## config.mk

```make
export PLATFORM = sky130hd
export DESIGN_NAME = tmc_top
export DESIGN_NICKNAME = d
export VERILOG_FILES = /design/src/inc/tmc_pkg.sv /design/src/core/tmc_overheat_pin_n_hyst.sv /design/src/core/tmc_rate_timer.sv /design/src/core/tmc_top.sv
export VERILOG_INCLUDE_DIRS = /design/src /design/src/inc
export SDC_FILE = /design/constraint.sdc
export NUM_CORES = 1
export LEC_CHECK = 0
export BUFFER_PORTS_ARGS = -buffer_cell sky130_fd_sc_hd__buf_2
export CELL_PAD_IN_SITES_DETAIL_PLACEMENT = 1
export CELL_PAD_IN_SITES_GLOBAL_PLACEMENT = 1
export CORE_MARGIN = 4
export CORE_UTILIZATION = 30
export CTS_CLUSTER_DIAMETER = 150
export DETAILED_ROUTE_END_ITERATION = 8
export PLACE_DENSITY_LB_ADDON = 0.1
export SLEW_MARGIN = 40
export SYNTH_ARGS = -nofsm -noshare
export SYNTH_HDL_FRONTEND = slang
export SYNTH_SLANG_ARGS = --single-unit
```

## constraint.sdc

```tcl
create_clock -name clk -period 5.1 [get_ports clk]
set_clock_uncertainty 0.2 [all_clocks]
set_input_delay 1.02 -clock clk [delete_from_list [all_inputs] [get_ports clk]]
set_output_delay 1.02 -clock clk [all_outputs]
set_load 0.02 [all_outputs]
```

## src/inc/tmc_cfg.svh

```systemverilog
`ifndef TMC_CFG_SVH
`define TMC_CFG_SVH

// ------------------------------------------------------------------
// Register indexes
// ------------------------------------------------------------------
`define TMC_IDX_STATUS 8'h02
`define TMC_IDX_CFG_RD 8'h03
`define TMC_IDX_CFG_WR 8'h09
`define TMC_IDX_RATE_RD 8'h04
`define TMC_IDX_RATE_WR 8'h0A
`define TMC_IDX_ONESHOT 8'h0F
`define TMC_IDX_QTMO 8'h22
`define TMC_IDX_ARA 8'h24
`define TMC_IDX_COMP 8'h3B
`define TMC_IDX_ADDR 8'h3D

// ------------------------------------------------------------------
// Field positions and reset values
// ------------------------------------------------------------------
`define TMC_CFG_MASK_BIT 7
`define TMC_CFG_STOP_BIT 6
`define TMC_CFG_SLEEP_BIT 0
`define TMC_QT_TMO_BIT 7
`define TMC_ARA_BIT 0
`define TMC_RATE_RST 8'h08
`define TMC_RATE_MAX 8'h0A
`define TMC_COMP_RST 8'h8A
`define TMC_ADDR_RST 7'h4C
`define TMC_ARA_RST 1'b1
`define TMC_QUEUE_MAX 3'h4

// ------------------------------------------------------------------
// Timing
// ------------------------------------------------------------------
`define TMC_CLK_HZ 20000000
`define TMC_TMO_MS 25
`define TMC_TMO_CYC (`TMC_TMO_MS * (`TMC_CLK_HZ / 1000))
`define TMC_SLOW_PERIOD_MS 16000
`define TMC_SLOW_CYC (`TMC_SLOW_PERIOD_MS * (`TMC_CLK_HZ / 1000))

`endif

```

## src/inc/tmc_pkg.sv

```systemverilog
package tmc_pkg;

  // ------------------------------------------------------------------
  // Conversion sequencer states, one-hot.
  // ------------------------------------------------------------------
  typedef enum logic [1:0] {
    conv_idle = 2'b01,
    conv_busy = 2'b10
  } tmc_conv_t;

  // ------------------------------------------------------------------
  // Whole state of the control block.
  // ------------------------------------------------------------------
  typedef struct packed {
    tmc_conv_t conv;
    logic mask;
    logic stop;
    logic sleep;
    logic [7:0] rate;
    logic tmo_en;
    logic [2:0] queue;
    logic ara_cpl;
    logic [7:0] comp;
    logic [6:0] taddr;
    logic [4:0] cond;
    logic [4:0] flags;
    logic lhot;
    logic rhot;
    logic [2:0] qcnt;
    logic alert;
    logic ara_done;
    logic start;
    logic [31:0] tmo_cnt;
    logic bus_rst;
    logic [7:0] rdata;
    logic rvalid;
    logic alert_pin_n;
    logic overheat_pin_n;
  } tmc_state_t;

  // Whole state of the conversion-rate timer.
  typedef struct packed {
    logic [31:0] cnt;
    logic tick;
  } tmc_timer_t;

endpackage

```

## src/core/tmc_overheat_pin_n_hyst.sv

```systemverilog
`timescale 1ns/100ps
`default_nettype none

// ------------------------------------------------------------------
// Overheat decision with hysteresis for one channel.
// ------------------------------------------------------------------
module tmc_overheat_pin_n_hyst (
  // Reading and limit in two's complement degrees, hysteresis unsigned.
  input wire logic [7:0] temp,
  input wire logic [7:0] limit,
  input wire logic [7:0] hyst,
  // Present and next overheat state.
  input wire logic hot,
  output logic nxt_hot
);

  logic signed [9:0] t_s;
  logic signed [9:0] l_s;
  logic signed [9:0] rel_s;

  // Ten bits keep limit minus any hysteresis up to 255 from wrapping.
  always_comb begin
    t_s = {{2{temp[7]}}, temp};
    l_s = {{2{limit[7]}}, limit};
    rel_s = l_s - $signed({2'b00, hyst});
    if (!hot) begin
      nxt_hot = (t_s > l_s);
    end else begin
      nxt_hot = !(t_s < rel_s);
    end
  end

endmodule

`default_nettype wire

```

## src/core/tmc_rate_timer.sv

```systemverilog
`timescale 1ns/100ps
`default_nettype none
`include "tmc_cfg.svh"

// ------------------------------------------------------------------
// Conversion-rate timer: one tick per conversion period.
// ------------------------------------------------------------------
module tmc_rate_timer #(
  parameter int unsigned BASE_CYCLES = `TMC_SLOW_CYC
) (
  // Clock and reset.
  input wire logic clk,
  input wire logic rst,
  // Control.
  input wire logic run,
  input wire logic [3:0] code,
  // Period tick.
  output logic tick
);

  tmc_pkg::tmc_timer_t st_ff;
  tmc_pkg::tmc_timer_t nxt_st;
  logic [31:0] period_last;

  // Each code step halves the period of the slowest rate.
  assign period_last = (32'(BASE_CYCLES) >> code) - 32'h0000_0001;

  // Stopped, the count sits at zero so monitoring restarts at once.
  always_comb begin
    nxt_st = st_ff;
    nxt_st.tick = 1'b0;
    if (!run) begin
      nxt_st.cnt = 32'h0000_0000;
    end else if (st_ff.cnt == 32'h0000_0000) begin
      nxt_st.tick = 1'b1;
      nxt_st.cnt = period_last;
    end else begin
      nxt_st.cnt = st_ff.cnt - 32'h0000_0001;
    end
  end

  // State register.
  always_ff @(posedge clk) begin
    if (rst) begin
      st_ff <= '0;
    end else begin
      st_ff <= nxt_st;
    end
  end

  assign tick = st_ff.tick;

endmodule

`default_nettype wire

```

## src/core/tmc_top.sv

```systemverilog
`timescale 1ns/100ps
`default_nettype none
`include "tmc_cfg.svh"

// Operation
// Configuration read and write at different indexes.
// Mask bit silences the alert pin.
// Stop bit halts monitoring, enters standby.
// Configuration bits five to one read zero.
// Sleep bit powers the whole device down.
// Status bit seven shows conversion busy.
// Status bits six to three show limits.
// Status bit two shows remote open circuit.
// Status bits one, zero show overheat.
// Rate read and write at different indexes.
// Rate code doubles conversions per step.
// One-shot write in standby runs one conversion.
// Timeout bit enables a 25 ms timeout.
// Queue field sets consecutive faults before alert.
// Coupling bit also requires alert-response service.
// Compensation bit seven enables beta compensation.
// Compensation bit six selects pad bias.
// Compensation bit three enables resistance cancellation.
// Transport address seven bits, top bit zero.
// Status read needed before alert releases.
// Overheat holds until below limit minus hysteresis.
// Old results stay readable during conversion.
// Stalled transaction resets the serial interface.
// Clean conversion zeroes the fault queue.
module tmc_top #(
  parameter int unsigned TMO_CYCLES = `TMC_TMO_CYC,
  parameter int unsigned SLOW_CYCLES = `TMC_SLOW_CYC
) (
  // Clock and reset.
  input wire logic clk,
  input wire logic rst,
  // Register access, one index per request.
  input wire logic reg_wr,
  input wire logic reg_rd,
  input wire logic [7:0] reg_idx,
  input wire logic [7:0] reg_wdata,
  output logic [7:0] reg_rdata,
  output logic reg_rvalid,
  // Serial interface supervision.
  input wire logic bus_busy,
  input wire logic bus_activity,
  input wire logic ara_serviced,
  output logic bus_timeout_reset,
  // Converter handshake and results.
  output logic adc_start,
  input wire logic adc_done,
  input wire logic [4:0] limit_flags,
  input wire logic [7:0] local_sensor_temp,
  input wire logic [7:0] remote_diode_temp,
  input wire logic [7:0] local_overheat_pin_n_limit,
  input wire logic [7:0] local_overheat_pin_n_hyst,
  input wire logic [7:0] remote_overheat_pin_n_limit,
  input wire logic [7:0] remote_overheat_pin_n_hyst,
  // Pins and analog controls.
  output logic alert_pin_n,
  output logic overheat_pin_n,
  output logic device_sleep,
  output logic monitor_stop,
  output logic beta_comp_en,
  output logic bias_high_sel,
  output logic res_cancel_en,
  output logic [6:0] transport_target_address
);

  // ------------------------------------------------------------------
  // Parameter checks
  // ------------------------------------------------------------------
  // The fastest rate divides the base period by 1024.
  if (TMO_CYCLES < 2 || SLOW_CYCLES < 1024 || SLOW_CYCLES > 32'h7FFF_FFFF) begin : g_bad_param
    $error("tmc_top: timing parameter out of range");
  end

  localparam logic [31:0] TMO_LAST = 32'(TMO_CYCLES - 1);

  // ------------------------------------------------------------------
  // Declarations
  // ------------------------------------------------------------------
  tmc_pkg::tmc_state_t st_ff; // All registered state.
  tmc_pkg::tmc_state_t nxt_st; // Next value of the state.
  logic run; // Continuous monitoring wanted.
  logic tick; // Conversion period elapsed.
  logic [3:0] rate_code; // Rate code clamped to the table.
  logic wr_cfg; // Write decodes.
  logic wr_rate;
  logic wr_os;
  logic wr_qt;
  logic wr_ara;
  logic wr_comp;
  logic wr_addr;
  logic stat_rd; // Status read, clears latched flags.
  logic os_go; // One-shot accepted.
  logic lhot_nxt; // Overheat decisions for the new reading.
  logic rhot_nxt;
  logic [2:0] need; // Faults needed before alert.
  logic [2:0] qinc; // Saturated fault count plus one.
  logic [7:0] rd_mux; // Read data selected by index.

  // ------------------------------------------------------------------
  // Decode
  // ------------------------------------------------------------------
  assign run = !st_ff.stop && !st_ff.sleep;
  assign wr_cfg = reg_wr && (reg_idx == `TMC_IDX_CFG_WR);
  assign wr_rate = reg_wr && (reg_idx == `TMC_IDX_RATE_WR);
  assign wr_os = reg_wr && (reg_idx == `TMC_IDX_ONESHOT);
  assign wr_qt = reg_wr && (reg_idx == `TMC_IDX_QTMO);
  assign wr_ara = reg_wr && (reg_idx == `TMC_IDX_ARA);
  assign wr_comp = reg_wr && (reg_idx == `TMC_IDX_COMP);
  assign wr_addr = reg_wr && (reg_idx == `TMC_IDX_ADDR);
  assign stat_rd = reg_rd && (reg_idx == `TMC_IDX_STATUS);
  // A one-shot outside standby or during a conversion is dropped.
  assign os_go = wr_os && !run && (st_ff.conv == tmc_pkg::conv_idle);

  // Reserved rate codes run at the fastest defined rate.
  assign rate_code = (st_ff.rate > `TMC_RATE_MAX) ? 4'hA : st_ff.rate[3:0];

  // Codes 000, 001, 011, 111 give one to four faults.
  assign need = 3'h1 + {2'h0, st_ff.queue[0]} + {2'h0, st_ff.queue[1]} + {2'h0, st_ff.queue[2]};
  assign qinc = (st_ff.qcnt == `TMC_QUEUE_MAX) ? st_ff.qcnt : st_ff.qcnt + 3'h1;

  // ------------------------------------------------------------------
  // Submodules
  // ------------------------------------------------------------------
  tmc_rate_timer #(
    .BASE_CYCLES(SLOW_CYCLES)
  ) u_timer (
    .clk(clk),
    .rst(rst),
    .run(run),
    .code(rate_code),
    .tick(tick)
  );

  tmc_overheat_pin_n_hyst u_local_hyst (
    .temp(local_sensor_temp),
    .limit(local_overheat_pin_n_limit),
    .hyst(local_overheat_pin_n_hyst),
    .hot(st_ff.lhot),
    .nxt_hot(lhot_nxt)
  );

  tmc_overheat_pin_n_hyst u_remote_hyst (
    .temp(remote_diode_temp),
    .limit(remote_overheat_pin_n_limit),
    .hyst(remote_overheat_pin_n_hyst),
    .hot(st_ff.rhot),
    .nxt_hot(rhot_nxt)
  );

  // ------------------------------------------------------------------
  // Next state
  // ------------------------------------------------------------------
  always_comb begin
    // Read multiplexer; write-only and unmapped indexes read zero.
    case (reg_idx)
      `TMC_IDX_STATUS: rd_mux = {st_ff.conv == tmc_pkg::conv_busy, st_ff.flags, st_ff.rhot, st_ff.lhot};
      `TMC_IDX_CFG_RD: rd_mux = {st_ff.mask, st_ff.stop, 5'h00, st_ff.sleep};
      `TMC_IDX_RATE_RD: rd_mux = st_ff.rate;
      `TMC_IDX_QTMO: rd_mux = {st_ff.tmo_en, 3'h0, st_ff.queue, 1'b1};
      `TMC_IDX_ARA: rd_mux = {7'h00, st_ff.ara_cpl};
      `TMC_IDX_COMP: rd_mux = st_ff.comp;
      `TMC_IDX_ADDR: rd_mux = {1'b0, st_ff.taddr};
      default: rd_mux = 8'h00;
    endcase

    nxt_st = st_ff;
    nxt_st.start = 1'b0;
    nxt_st.bus_rst = 1'b0;
    nxt_st.rvalid = 1'b0;

    // Register writes.
    if (wr_cfg) begin
      nxt_st.mask = reg_wdata[`TMC_CFG_MASK_BIT];
      nxt_st.stop = reg_wdata[`TMC_CFG_STOP_BIT];
      nxt_st.sleep = reg_wdata[`TMC_CFG_SLEEP_BIT];
    end
    if (wr_rate) begin
      nxt_st.rate = reg_wdata;
    end
    if (wr_qt) begin
      nxt_st.tmo_en = reg_wdata[`TMC_QT_TMO_BIT];
      nxt_st.queue = reg_wdata[3:1];
    end
    if (wr_ara) begin
      nxt_st.ara_cpl = reg_wdata[`TMC_ARA_BIT];
    end
    if (wr_comp) begin
      // Spare bits are kept as plain storage.
      nxt_st.comp = reg_wdata;
    end
    if (wr_addr) begin
      nxt_st.taddr = reg_wdata[6:0];
    end

    // Register reads answer one cycle later.
    if (reg_rd) begin
      nxt_st.rdata = rd_mux;
      nxt_st.rvalid = 1'b1;
    end

    // Conversion sequencer; a stop during a conversion lets it finish.
    unique case (st_ff.conv)
      tmc_pkg::conv_idle: begin
        if ((tick && run) || os_go) begin
          nxt_st.start = 1'b1;
          nxt_st.conv = tmc_pkg::conv_busy;
        end
      end
      tmc_pkg::conv_busy: begin
        if (adc_done) begin
          // Results replace the old ones only at completion.
          nxt_st.cond = limit_flags;
          nxt_st.lhot = lhot_nxt;
          nxt_st.rhot = rhot_nxt;
          nxt_st.conv = tmc_pkg::conv_idle;
          if (|limit_flags) begin
            nxt_st.qcnt = qinc;
            if (qinc >= need) begin
              nxt_st.alert = 1'b1;
            end
          end else begin
            nxt_st.qcnt = 3'h0;
          end
        end
      end
    endcase

    // Latched flags: a live condition wins over the read clear.
    nxt_st.flags = (st_ff.flags & ~{5{stat_rd}}) | nxt_st.cond;

    // Alert release needs clean flags and, if coupled, service.
    if (nxt_st.flags == 5'h00 && (!st_ff.ara_cpl || st_ff.ara_done)) begin
      nxt_st.alert = 1'b0;
    end
    if (!nxt_st.alert) begin
      nxt_st.ara_done = 1'b0;
    end else if (ara_serviced) begin
      nxt_st.ara_done = 1'b1;
    end

    // Pins are registered from the next state.
    nxt_st.alert_pin_n = !(nxt_st.alert && !nxt_st.mask);
    nxt_st.overheat_pin_n = !(nxt_st.lhot || nxt_st.rhot);

    // Serial timeout: any activity restarts the count.
    if (st_ff.tmo_en && bus_busy && !bus_activity) begin
      if (st_ff.tmo_cnt == TMO_LAST) begin
        nxt_st.tmo_cnt = 32'h0000_0000;
        nxt_st.bus_rst = 1'b1;
      end else begin
        nxt_st.tmo_cnt = st_ff.tmo_cnt + 32'h0000_0001;
      end
    end else begin
      nxt_st.tmo_cnt = 32'h0000_0000;
    end
  end

  // ------------------------------------------------------------------
  // State register
  // ------------------------------------------------------------------
  always_ff @(posedge clk) begin
    if (rst) begin
      st_ff <= '0;
      st_ff.conv <= tmc_pkg::conv_idle;
      st_ff.rate <= `TMC_RATE_RST;
      st_ff.ara_cpl <= `TMC_ARA_RST;
      st_ff.comp <= `TMC_COMP_RST;
      st_ff.taddr <= `TMC_ADDR_RST;
      st_ff.alert_pin_n <= 1'b1;
      st_ff.overheat_pin_n <= 1'b1;
    end else begin
      st_ff <= nxt_st;
    end
  end

  // ------------------------------------------------------------------
  // Outputs, each straight from the state register
  // ------------------------------------------------------------------
  assign reg_rdata = st_ff.rdata;
  assign reg_rvalid = st_ff.rvalid;
  assign bus_timeout_reset = st_ff.bus_rst;
  assign adc_start = st_ff.start;
  assign alert_pin_n = st_ff.alert_pin_n;
  assign overheat_pin_n = st_ff.overheat_pin_n;
  assign device_sleep = st_ff.sleep;
  assign monitor_stop = st_ff.stop;
  assign beta_comp_en = st_ff.comp[7];
  assign bias_high_sel = st_ff.comp[6];
  assign res_cancel_en = st_ff.comp[3];
  assign transport_target_address = st_ff.taddr;
endmodule

`default_nettype wire

```

# After elaboration in Yosys (flattened, before gate mapping)
# Cells that the tools add are included.
# totals
elab_cells,126
regBits,128
output_inout_bits,25
# op_classes
n_bitwise,7
n_shift,1
n_reduce_logical,39
muxes,22
n_lt_le_gt_ge,6
add_sub_neg,9
n_eq_ne,16
# op_table
operator,n
$sub 32x1->32 const B,2
$pmux 8 s7,1
$add 32x1->32 const B,1
$eq 32x19->1 const B,1
$eq 8x6->1 const B,4
$logic_not 32->1,1
$mux 32,1
$shr 29x4->32 const A,1
$eq 8x4->1 const B,3
$lt 8x10->1,2
$sub 8x9->10,2
$eq 8x2->1 const B,2
$gt 8x8->1,2
$logic_and 1x1->1,16
$mux 6,2
$logic_not 1->1,10
$mux 5,2
$mux 1,9
$mux 3,3
$eq 8x3->1 const B,1
$gt 8x4->1 const B,1
$reduce_or 2->1,4
$and 5x5->5,1
$logic_not 5->1,1
other kinds (20),27

# Logic depth before layout (Yosys ltp)
# Gate-level depths: netlist (run 1).
# logic_depth
ltp_word,11
depth_mapped,20
ltp_nobuf,20

# Cells and area by module
# A second synthesis (run 1) with hierarchy kept.
# unflattened
hier_cells,1107
hier_area_um2,8831.0
# by_module_without_submodules
module,seq_area_each_um2,n_inst,cells_each,area_each_um2
tmc_top,1901.8,1,504,4389.2
tmc_rate_timer,660.6,1,381,2778.9
tmc_overheat_pin_n_hyst (u_remote_hyst),0.0,1,108,834.6
tmc_overheat_pin_n_hyst (u_local_hyst),0.0,1,114,828.3

# Worst setup path before layout (run 1)
# Ideal clock, no wire load.
# synth_path
path_kind,input port to flip-flop
from,in remote_overheat_pin_n_limit[0]
to,reg st_ff[50] (netlist name)
arrival_time_ps,3684
slack_ps,1092
required_ps,4777
stages,19
cell_sequence,inv_1 -> ha_1 -> inv_1 -> fa_1 -> a21o_1 -> a21oi_1 -> o21ai_0 -> a21oi_1 -> inv_1 -> a21oi_1 -> o21ai_0 -> xnor2_1 -> ha_1 -> nor3_1 -> a21oi_1 -> o21ai_0 -> o41ai_1 -> o21a_1 -> or2_2
# synth_via
elab_chain_cells,6
elab_cells_between_ends,7
cone_classes,add/sub: 1; order compare: 2; mux: 3; reduce/logical: 1
# synth_lines
item,line,rtl
start: declaration,tmc_top.sv:57,"input wire logic [7:0] remote_overheat_pin_n_limit,"
$sub 8x9->10,tmc_overheat_pin_n_hyst.sv:25,"rel_s = l_s - $signed({2'b00, hyst});"
$lt 8x10->1,tmc_overheat_pin_n_hyst.sv:29,nxt_hot = !(t_s < rel_s);
$logic_not 1->1,tmc_overheat_pin_n_hyst.sv:29,
$mux 1 (*),tmc_overheat_pin_n_hyst.sv:26,if (!hot) begin
$mux 6 (*),tmc_top.sv:214,if (adc_done) begin
$mux 6 (*),tmc_top.sv:206,unique case (st_ff.conv)
end signal: assignment,tmc_top.sv:276,st_ff <= nxt_st;
end: declaration,tmc_top.sv:83,tmc_pkg::tmc_state_t st_ff;
# Every way passes the cells marked *; elsewhere a longest branch is shown, timed or not.
# A chain may end at the register's enable or synchronous reset.

# Final worst setup path (run 1)
# layout_path
from,reg st_ff[89] (netlist name)
to,reg u_timer.st_ff[30] (netlist name)
# layout_via
elab_chain_cells,5
# layout_lines
item,line,rtl
$gt 8x4->1 (no source line),n/a,
$mux 4,tmc_top.sv:119,assign rate_code = (st_ff.rate > `TMC_RATE_MAX) ? 4'hA : st_ff.rate[3:0];
$shr 29x4->32,tmc_rate_timer.sv:26,assign period_last = (32'(BASE_CYCLES) >> code) - 32'h0000_0001;
$sub 32x1->32,tmc_rate_timer.sv:26,
$mux 32,tmc_rate_timer.sv:34,end else if (st_ff.cnt == 32'h0000_0000) begin
end signal: assignment,tmc_rate_timer.sv:47,st_ff <= nxt_st;
end: declaration,tmc_rate_timer.sv:21,tmc_pkg::tmc_timer_t st_ff;
# No other way between the ends.

==> impl_metrics.csv, run 1 <==
group,metric,value,unit
synth,synth.top_cell.area_share,29.7,%
setup_path,r2r_cells,11,
setup_path,crit_type,"reg -> reg",
synth,most_used_flip_flop_cell_after_synthesis,"dfxtp_1",
power,overall_power_consumption,3.43,mW
timing,max_slew.worst_pin.slew,756,ps
hold_path,hold_path_end,"u_timer.st_ff[1]",
setup_path,critical_path_required,5220,ps
setup_path,crit_path_top_delay_cell,"ha_1",
route,antenna_violating_nets_post_route,0,
floorplanning,die_area,31600,um2
grt,via_count_of_the_first_global_routing_pass,8438,
setup_path,worstPathMaxFanout,11,
hold_path,hp-start,"u_timer.st_ff[1]",
clock_network,clock_path_buffers,2,
outcome,status,"finished, final reports clean",
clock_network,cts.sinks,128,
setup_path,r2r_setup_slack,980,ps
clock_network,clock_tree_from_tritoncts,"built",
setup_path,cp_data_arrival_time,4230,ps
layout,share_of_layout_cells_above_drive_strength_1,15.6,%
setup_path,setup.worst_path.start_class,"register",
floorplanning,placeableCoreArea,28100,um2
synth,synth_cell_types,84,
setup_path,slowest_delay,570,ps
synth,synth_edf_count,0,
timing,setup_violations,0,
timing,rsz0062_at_grt,"false",
route,drtIter0Drc,346,
grt,gr-total-overflow,0,
layout,fillerInstances,3505,
clock_network,post_cts.repair.setup_buffers,0,
power,peakVddDrop,0.184,mV
route,route.detailed.vias_per_inst,5.18,
floorplanning,site_row_count,61,
synth,post-synth-top-area-cell,"dfxtp_1",
clock_network,cts_inserted_buffers,17,
route,detail_route.wirelength,27.6,mm
placement,place_hpwl,21.1,mm
setup_path,worstReg2RegStart,"st_ff[89]",
hold_path,holdCritPathClass,"reg -> reg",
setup_path,crit-reg2reg-capture,"u_timer.st_ff[30]",
clock_network,cts.clk_slew.worst_paths,60,ps
clock_network,clk-insertion-delay-late,430,ps
grt,maximum_number_of_pins_on_one_net_before_global_route_repair,52,
route,drtPass1Iterations,5,
grt,first_pass_grt_wire_length,45.1,mm
route,detailroute.via_count,8138,
route,drc,0,
power,power-per-cell-area,341,nW/um2
layout,fin_nets,1326,
setup_path,timing.critical_path.cells,"nor4_2, buf_4, nand3_1, ha_1, nor2b_1, o31a_1, o31ai_1, o311ai_2, a211oi_2, nor3_1, a311o_1",
placement,globalplace.congestion,0.787,
timing,timing.max_slew.rel_slack,49.5,%
timing,hold-worst-slack,211,ps
synth,postSynth.asyncResetShare,0,%
setup_path,critPathCaptureType,"register",
placement,port_bufs,101,
timing,portion_of_the_clock_cycle_consumed_by_the_worst_path_in_the_final_layout,80.7,%
floorplanning,design.portCount,102,
synth,netlist_top_cells_area,"dfxtp_1 30%, ha_1 9.6%, nor2_1 5.8%",
timing,tns,0,ps
synth,postSynthCellCount,1101,
clock_network,cts-hold-fix-buffers,0,
timing,period_needed,4120,ps
route,post_drt_wl_per_cell,17.5,um
synth,synth_fp_nets,1246,
synth,synth.yosys.seq_area_share,29.7,%
synth,number_of_warning_messages_in_the_yosys_log,0,
timing,timing_max_transition_violations_final,0,
grt,antenna_found_initial,2,
floorplanning,floorplan.die.height,178,um
synth,postSynthRegisterBits,128,
layout,post-route-util,35.9,%
clock_network,cts_repair_resize_count,0,
power,leakage_power_summed_over_all_cells,4.13,nW
grt,grt.total_usage,17.8,%
timing,report.final.hold_viol_count,0,
clock_network,htree_num_levels,4,
run,timing.max_cap.violations,0,
clock_network,clk_root_buffer_cell,"clkbuf_16",
setup_path,crit_family,"compound AO/OA/AOI/OAI gates",
hold_path,hold-path-cell-count,1,
setup_path,crit_buf_inv,1,
timing,max_clock_freq,243,MHz
synth,syn_avg_cell_area,7.84,um2
floorplanning,initial_utilization,30.8,%
layout,diodes,0,
layout,area.growth.synth_to_final,16.8,%
synth,syn-cell-area,8640,um2
floorplanning,die_width,178,um
==> layout make-up <==
| cell class | instances | area (um2) | share of cell area [%] |
|---|---|---|---|
| clock buffers | 18 | 439 | 4.35 |
| inverters | 75 | 282 | 2.79 |
| well taps | 378 | 473 | 4.69 |
| repair buffers | 121 | 668 | 6.62 |
| flip-flops and latches | 128 | 2560 | 25.4 |
| clock inverters | 14 | 166 | 1.65 |
| multi-input cells | 838 | 5500 | 54.5 |
==> cell families (layout without fill, tap and decap cells) <==
logic type / Yosys count / in the layout / share of synthesized area (%)
DFF: 128 / 128 / 29.7
AOI/OAI and AO/OA: 263 / 263 / 20.4
adders and majority gates: 68 / 68 / 10.0
and+or+nand+nor: 438 / 438 / 25.5
buffers and inverters: 135 / 228 / 7.05
muxes: 22 / 22 / 2.55
xor gates and xnor gates: 47 / 47 / 4.77
==> worst reg2reg max path, cell delays in order (launching register included) <==
cell and delay, ps:
dfxtp_1 350, nor4_2 380, buf_4 250, nand3_1 150, ha_1 570, nor2b_1 120
o31a_1 330, o31ai_1 490, o311ai_2 290, a211oi_2 470, nor3_1 100, a311o_1 320
==> registers in the layout, indices dropped and copies added (netlist names) <==
signal	count
transport_target_address	7
res_cancel_en	1
beta_comp_en	1
bias_high_sel	1
monitor_stop	1
u_timer.st_ff	32
reg_rdata	8
bus_timeout_reset	1
device_sleep	1
alert_pin_n	1
st_ff	70
u_timer.tick	1
adc_start	1
reg_rvalid	1
overheat_pin_n	1
==> layer usage <==
metal	global-route usage (%)	vias to the layer above	part of all wire [%]
met4	4.35	4	0.95
met2	30.0	97	48
met5	0	-	0.051
met3	3.22	23	2.9
met1	23.7	3948	48
li1	-	4066	-
==> synthesized netlist by cell type, drive strengths merged (7+ instances only) <==
master	n
a211oi	10
a21oi	97
a22oi	14
a31oi	8
and2	8
and3	12
buf	31
clkbuf	29
dfxtp	128
ha	66
inv	74
mux2i	22
nand2	80
nand2b	19
nand3	65
nand4	15
nor2	133
nor2b	13
nor3	31
nor4	13
nor4b	7
o21a	27
o21ai	43
or3	9
or4	7
xnor2	21
xor2	26
==> per-stage QoR <==
step                      instances  setup slack (ps)  cell area (um2)
after detailed placement       1540               678             9480
final                          1572               985            10100
after global placement         1540               749             9470
after floorplan                1101              1090             8640
after global routing           1572               641            10100
after CTS                      1572              1010            10100
==> how the worst max path moves through the flow <==
stage | startpoint | endpoint | slack, ps | depth (start not counted)
finish | st_ff[89] | u_timer.st_ff[30] | 980 | 11
global route | st_ff[89] | u_timer.st_ff[30] | 640 | 11
CTS | st_ff[89] | u_timer.st_ff[30] | 1010 | 11
detailed placement | local_overheat_pin_n_limit[0] | overheat_pin_n | 680 | 19
global placement | local_overheat_pin_n_limit[0] | overheat_pin_n | 750 | 19
floorplan | remote_overheat_pin_n_limit[0] | st_ff[50] | 1090 | 19
==> placed cells by master (no fill, tap or decap), types with 5 or more instances in the layout <==
cell type  count
a222oi_1       6
o211ai_1       5
a22oi_1       14
and3_1        11
ha_1          66
xor2_1        26
dfxtp_1      128
nor2b_1       13
nor3_1        30
or4_1          7
a21oi_1       97
or2_2          5
o21a_1        27
a31oi_1        7
o21ai_0       43
o31ai_1        5
nor4_1         9
and2_1         8
nand3_1       65
buf_4         19
xnor2_1       21
inv_1         74
nand2_1       80
nor2_1       133
buf_2        101
mux2i_1       22
nor4b_1        5
nand4_1       15
and4_1         5
nand2b_1      19
clkbuf_16     17
a211oi_1       6
or3_1          9
inv_6          7
==> power by group <==
| part | total, mW | switching [mW] | internal, mW |
|---|---|---|---|
| combinational | 0.999 | 0.582 | 0.418 |
| clock | 1.30 | 0.549 | 0.750 |
| sequential | 1.14 | 0.0657 | 1.07 |
Note: power is estimated with default switching activity, not from simulation.
==> inputs of run 2 (changes only) <==
==> constraint.sdc (replaced) <==
create_clock -name clk -period 3.8 [get_ports clk]
set_clock_uncertainty 0.2 [all_clocks]
set_input_delay 0.76 -clock clk [delete_from_list [all_inputs] [get_ports clk]]
set_output_delay 0.76 -clock clk [all_outputs]
set_load 0.02 [all_outputs]
==> impl_metrics.csv, run 2 (synthesis gave the netlist of run 1 again) <==
group,metric,value,unit
layout,area.growth.synth_to_final,19.3,%
clock_network,clock_path_buffers,2,
placement,globalplace.congestion,0.789,
timing,timing_max_transition_violations_final,0,
layout,diodes,0,
run,timing.max_cap.violations,0,
route,drtPass1Iterations,4,
clock_network,cts.sinks,128,
clock_network,cts-hold-fix-buffers,0,
route,detailroute.via_count,8289,
setup_path,critical_path_required,3900,ps
setup_path,crit_family,"compound AO/OA/AOI/OAI gates",
clock_network,cts.clk_slew.worst_paths,60,ps
floorplanning,floorplan.die.height,178,um
outcome,status,"finished, final reports clean",
floorplanning,site_row_count,61,
placement,place_hpwl,21.7,mm
timing,setup_violations,0,
layout,fillerInstances,3501,
layout,top_register,"st_ff",
grt,maximum_number_of_pins_on_one_net_before_global_route_repair,52,
placement,placement.setup.worst_slack,-339,ps
setup_path,critPathCaptureType,"register",
floorplanning,placeableCoreArea,28100,um2
layout,fin_area,10300,um2
grt,grt.total_usage,17.8,%
grt,gr-total-overflow,0,
timing,period_needed,3630,ps
power,peakVddDrop,0.240,mV
route,drtIter0Drc,438,
layout,share_of_layout_cells_above_drive_strength_1,18.2,%
setup_path,timing.critical_path.cells,"buf_2, inv_1, ha_1, inv_1, fa_1, a21o_1, a21oi_2, o21ai_0, a21oi_1, inv_1, a21oi_1, o21ai_0, xnor2_1, ha_1, nor3_1, a21oi_1, o21ai_1, o41ai_1, o21a_1, or2_2",
route,route.detailed.vias_per_inst,5.17,
power,power-per-cell-area,437,nW/um2
timing,max_clock_freq,275,MHz
setup_path,crit_path_top_delay_cell,"fa_1",
layout,layout_commonest_cell,"nor2_1",
grt,antenna_found_initial,0,
layout,post-route-util,36.7,%
setup_path,crit_buf_inv,4,
layout,largest_reg_flops,70,
floorplanning,die_width,178,um
timing,rsz0062_at_grt,"true",
floorplanning,design.portCount,102,
setup_path,worstPathMaxFanout,2,
setup_path,cp_data_arrival_time,3730,ps
grt,via_count_of_the_first_global_routing_pass,8587,
timing,hold-worst-slack,213,ps
route,post_drt_wl_per_cell,17.3,um
hold_path,holdCritPathClass,"reg -> reg",
route,drc,0,
placement,postPlaceCellArea,9710,um2
setup_path,crit_type,"in -> reg",
timing,report.final.hold_viol_count,0,
setup_path,setup.worst_path.start_class,"input pin",
timing,portion_of_the_clock_cycle_consumed_by_the_worst_path_in_the_final_layout,95.6,%
timing,final.setup.worst_slack,168,ps
layout,layout_common_cells,"133 x nor2_1, 128 x dfxtp_1, 101 x buf_2",
clock_network,clock_tree_from_tritoncts,"built",
placement,port_bufs,101,
floorplanning,die_area,31600,um2
clock_network,htree_num_levels,4,
clock_network,cts_inserted_buffers,17,
route,antenna_violating_nets_post_route,0,
floorplanning,initial_utilization,30.8,%
power,overall_power_consumption,4.50,mW
layout,fin_nets,1357,
grt,first_pass_grt_wire_length,45.2,mm
power,leakage_power_summed_over_all_cells,4.26,nW
timing,max_slew.worst_pin.slew,653,ps
route,detail_route.wirelength,27.8,mm
timing,timing.max_slew.rel_slack,56.4,%
setup_path,slowest_delay,400,ps
clock_network,clk-insertion-delay-late,430,ps
clock_network,clk_root_buffer_cell,"clkbuf_16",
-- run 2: repair_timing --
| action | 4_1_cts | 5_1_grt |
|---|---|---|
| setup buffers | 0 | 1 |
| resized for setup | 0 | 13 |
| setup endpoints to repair | 0 | 14 |
| hold endpoints to repair | 0 | 0 |
-- run 2: final timing paths --
path                                  startpoint           endpoint  slack, ps  cells past startpoint
hold reg to reg                 u_timer.st_ff[1]   u_timer.st_ff[1]        210                      1
hold / removal                  u_timer.st_ff[1]   u_timer.st_ff[1]        210                      1
setup reg to reg                       st_ff[86]  u_timer.st_ff[30]        200                     11
setup / recovery  remote_overheat_pin_n_limit[0]          st_ff[50]        170                     20
-- run 2: final cells by class --
class,instances,area [um2],share of cell area [%]
sequential,128,2560,24.9
clock inverter,13,103,0.996
multi-input combinational,838,5540,53.8
tap,378,473,4.59
inverter,75,282,2.73
timing repair buffer,152,901,8.75
clock buffer,19,443,4.30
-- run 2: power breakdown --
| part | switching [mW] | total [mW] | leakage [nW] | internal [mW] |
|---|---|---|---|---|
| combinational | 0.806 | 1.41 | 2.96 | 0.606 |
| clock | 0.698 | 1.56 | 0.255 | 0.863 |
| sequential | 0.0888 | 1.53 | 1.04 | 1.44 |
-- run 2: layer usage --
metal  up-vias  track usage, %  wire length, um
met2       130            30.3            13400
met3        29            3.05              977
met4         0            4.51              399
met5         -               0                0
li1       4119               -                -
met1      4011            23.4            13000
-- run 2: per-stage QoR --
stage	cells	setup TNS [ps]
floorplan	1101	0
global placement	1570	-757
detailed placement	1570	-942
CTS	1602	0
global route	1603	-28.7
finish	1603	0
==> inputs of run 3 (changes only) <==
--- a/config.mk
+++ b/config.mk
@@ -13,7 +13,7 @@
 export CORE_UTILIZATION = 30
 export CTS_CLUSTER_DIAMETER = 150
 export DETAILED_ROUTE_END_ITERATION = 8
-export PLACE_DENSITY_LB_ADDON = 0.1
+export PLACE_DENSITY = 0.6
 export SLEW_MARGIN = 40
 export SYNTH_ARGS = -nofsm -noshare
 export SYNTH_HDL_FRONTEND = slang
==> impl_metrics.csv, run 3 (synthesis gave the netlist of run 1 again) <==
group,metric,value,unit
timing,portion_of_the_clock_cycle_consumed_by_the_worst_path_in_the_final_layout,95.1,%
route,detail_route.wirelength,27.2,mm
setup_path,critPathCaptureType,"register",
placement,placement.setup.worst_slack,-359,ps
hold_path,hold-path-cell-count,1,
hold_path,hp-start,"u_timer.st_ff[1]",
grt,grt.total_usage,17.5,%
setup_path,critical_path.endpoint,"u_timer.st_ff[25]",
setup_path,slowest_delay,480,ps
timing,max_clock_freq,277,MHz
floorplanning,floorplan.die.height,178,um
placement,globalplace.congestion,0.835,
timing,rsz0062_at_grt,"false",
power,peakVddDrop,0.216,mV
setup_path,crit_type,"reg -> reg",
clock_network,cts_inserted_buffers,17,
setup_path,setup.worst_path.start_class,"register",
placement,place_hpwl,21.1,mm
clock_network,clock_tree_from_tritoncts,"built",
setup_path,r2r_cells,13,
layout,area.growth.synth_to_final,19.3,%
hold_path,holdCritPathClass,"reg -> reg",
setup_path,timing.critical_path.cells,"nor4_4, nand3_1, buf_4, inv_1, ha_1, a21oi_1, a2111oi_1, buf_4, a21boi_0, and4_4, a211oi_4, a21oi_1, mux2i_1",
timing,max_slew.worst_pin.slew,840,ps
layout,finalNonFillerCells,1604,
floorplanning,placeableCoreArea,28100,um2
layout,post-route-util,36.7,%
timing,final.setup.worst_slack,188,ps
route,post_drt_wl_per_cell,16.9,um
layout,top_register,"st_ff",
timing,setup_violations,0,
grt,maximum_number_of_pins_on_one_net_before_global_route_repair,50,
clock_network,clk_root_buffer_cell,"clkbuf_16",
route,drtPass1Iterations,6,
clock_network,htree_num_levels,4,
outcome,status,"finished, final reports clean",
floorplanning,site_row_count,61,
setup_path,worstPathMaxFanout,6,
power,leakage_power_summed_over_all_cells,4.25,nW
layout,diodes,0,
layout,share_of_layout_cells_above_drive_strength_1,18.4,%
placement,numPlacedInstances,1571,
layout,fin_area,10300,um2
timing,timing_max_transition_violations_final,0,
layout,layout_commonest_cell,"nor2_1",
clock_network,clock_path_buffers,2,
route,drc,0,
power,overall_power_consumption,4.44,mW
grt,antenna_found_initial,0,
clock_network,clk-insertion-delay-late,420,ps
layout,layout_common_cells,"133 x nor2_1, 128 x dfxtp_1, 101 x buf_2",
timing,tns,0,ps
route,drtIter0Drc,423,
clock_network,cts.sinks,128,
placement,postPlaceCellArea,9700,um2
layout,largest_reg_flops,70,
clock_network,cts.clk_slew.worst_paths,60,ps
setup_path,worstReg2RegStart,"st_ff[89]",
grt,via_count_of_the_first_global_routing_pass,8450,
timing,period_needed,3610,ps
grt,gr-total-overflow,0,
route,detailroute.via_count,8348,
floorplanning,die_area,31600,um2
setup_path,r2r_setup_slack,190,ps
floorplanning,design.portCount,102,
setup_path,crit-reg2reg-capture,"u_timer.st_ff[25]",
run,timing.max_cap.violations,0,
timing,timing.max_slew.rel_slack,43.5,%
timing,hold-worst-slack,217,ps
floorplanning,initial_utilization,30.8,%
placement,port_bufs,101,
route,antenna_violating_nets_post_route,0,
grt,first_pass_grt_wire_length,44.7,mm
setup_path,critical_path_required,3890,ps
layout,fin_nets,1358,
setup_path,cp_data_arrival_time,3700,ps
setup_path,setup.worst_path.start,"st_ff[89]",
route,route.detailed.vias_per_inst,5.20,
power,power-per-cell-area,431,nW/um2
setup_path,crit_path_top_delay_cell,"a2111oi_1",
timing,report.final.hold_viol_count,0,
floorplanning,die_width,178,um
==> run 3: area by class of cell <==
class	count	area (um2)
tap	378	473
clock inverter	14	110
inverter	75	282
timing repair buffer	153	896
fill	3535	17800
sequential	128	2560
multi-input combinational	838	5550
clock buffer	18	429
==> run 3: how the worst min path moves through the flow <==
stage                            end
global placement    u_timer.st_ff[1]
global route        u_timer.st_ff[1]
detailed placement  u_timer.st_ff[1]
finish              u_timer.st_ff[1]
CTS                 u_timer.st_ff[1]
floorplan           u_timer.st_ff[1]
==> run 3: worst max-delay path, delay by kind of cell, from the launching register on <==
family / cells / cell delay [ps]
flops: 1 / 370
fa+ha+maj: 1 / 260
mux: 1 / 150
compound gates: 5 / 1240
simple gates: 3 / 780
buf+inv: 3 / 470
==> run 3: report_power, final <==
part,internal [mW],switching [mW],total [mW]
sequential,1.44,0.0918,1.53
clock,0.841,0.676,1.52
combinational,0.607,0.790,1.40
total,2.89,1.56,4.44
==> run 3: repair_timing <==
action                     CTS  global route
hold buffers                 0             0
resized for setup            0            12
setup buffers                0             1
setup endpoints to repair    0            12
==> run 3: metal layers <==
layer	routed length, um	part of all wire [%]	GRT usage [%]
met1	12900	48	23.4
met2	13000	48	29.5
met3	782	2.9	2.79
met4	412	1.5	4.16
met5	0	0	0
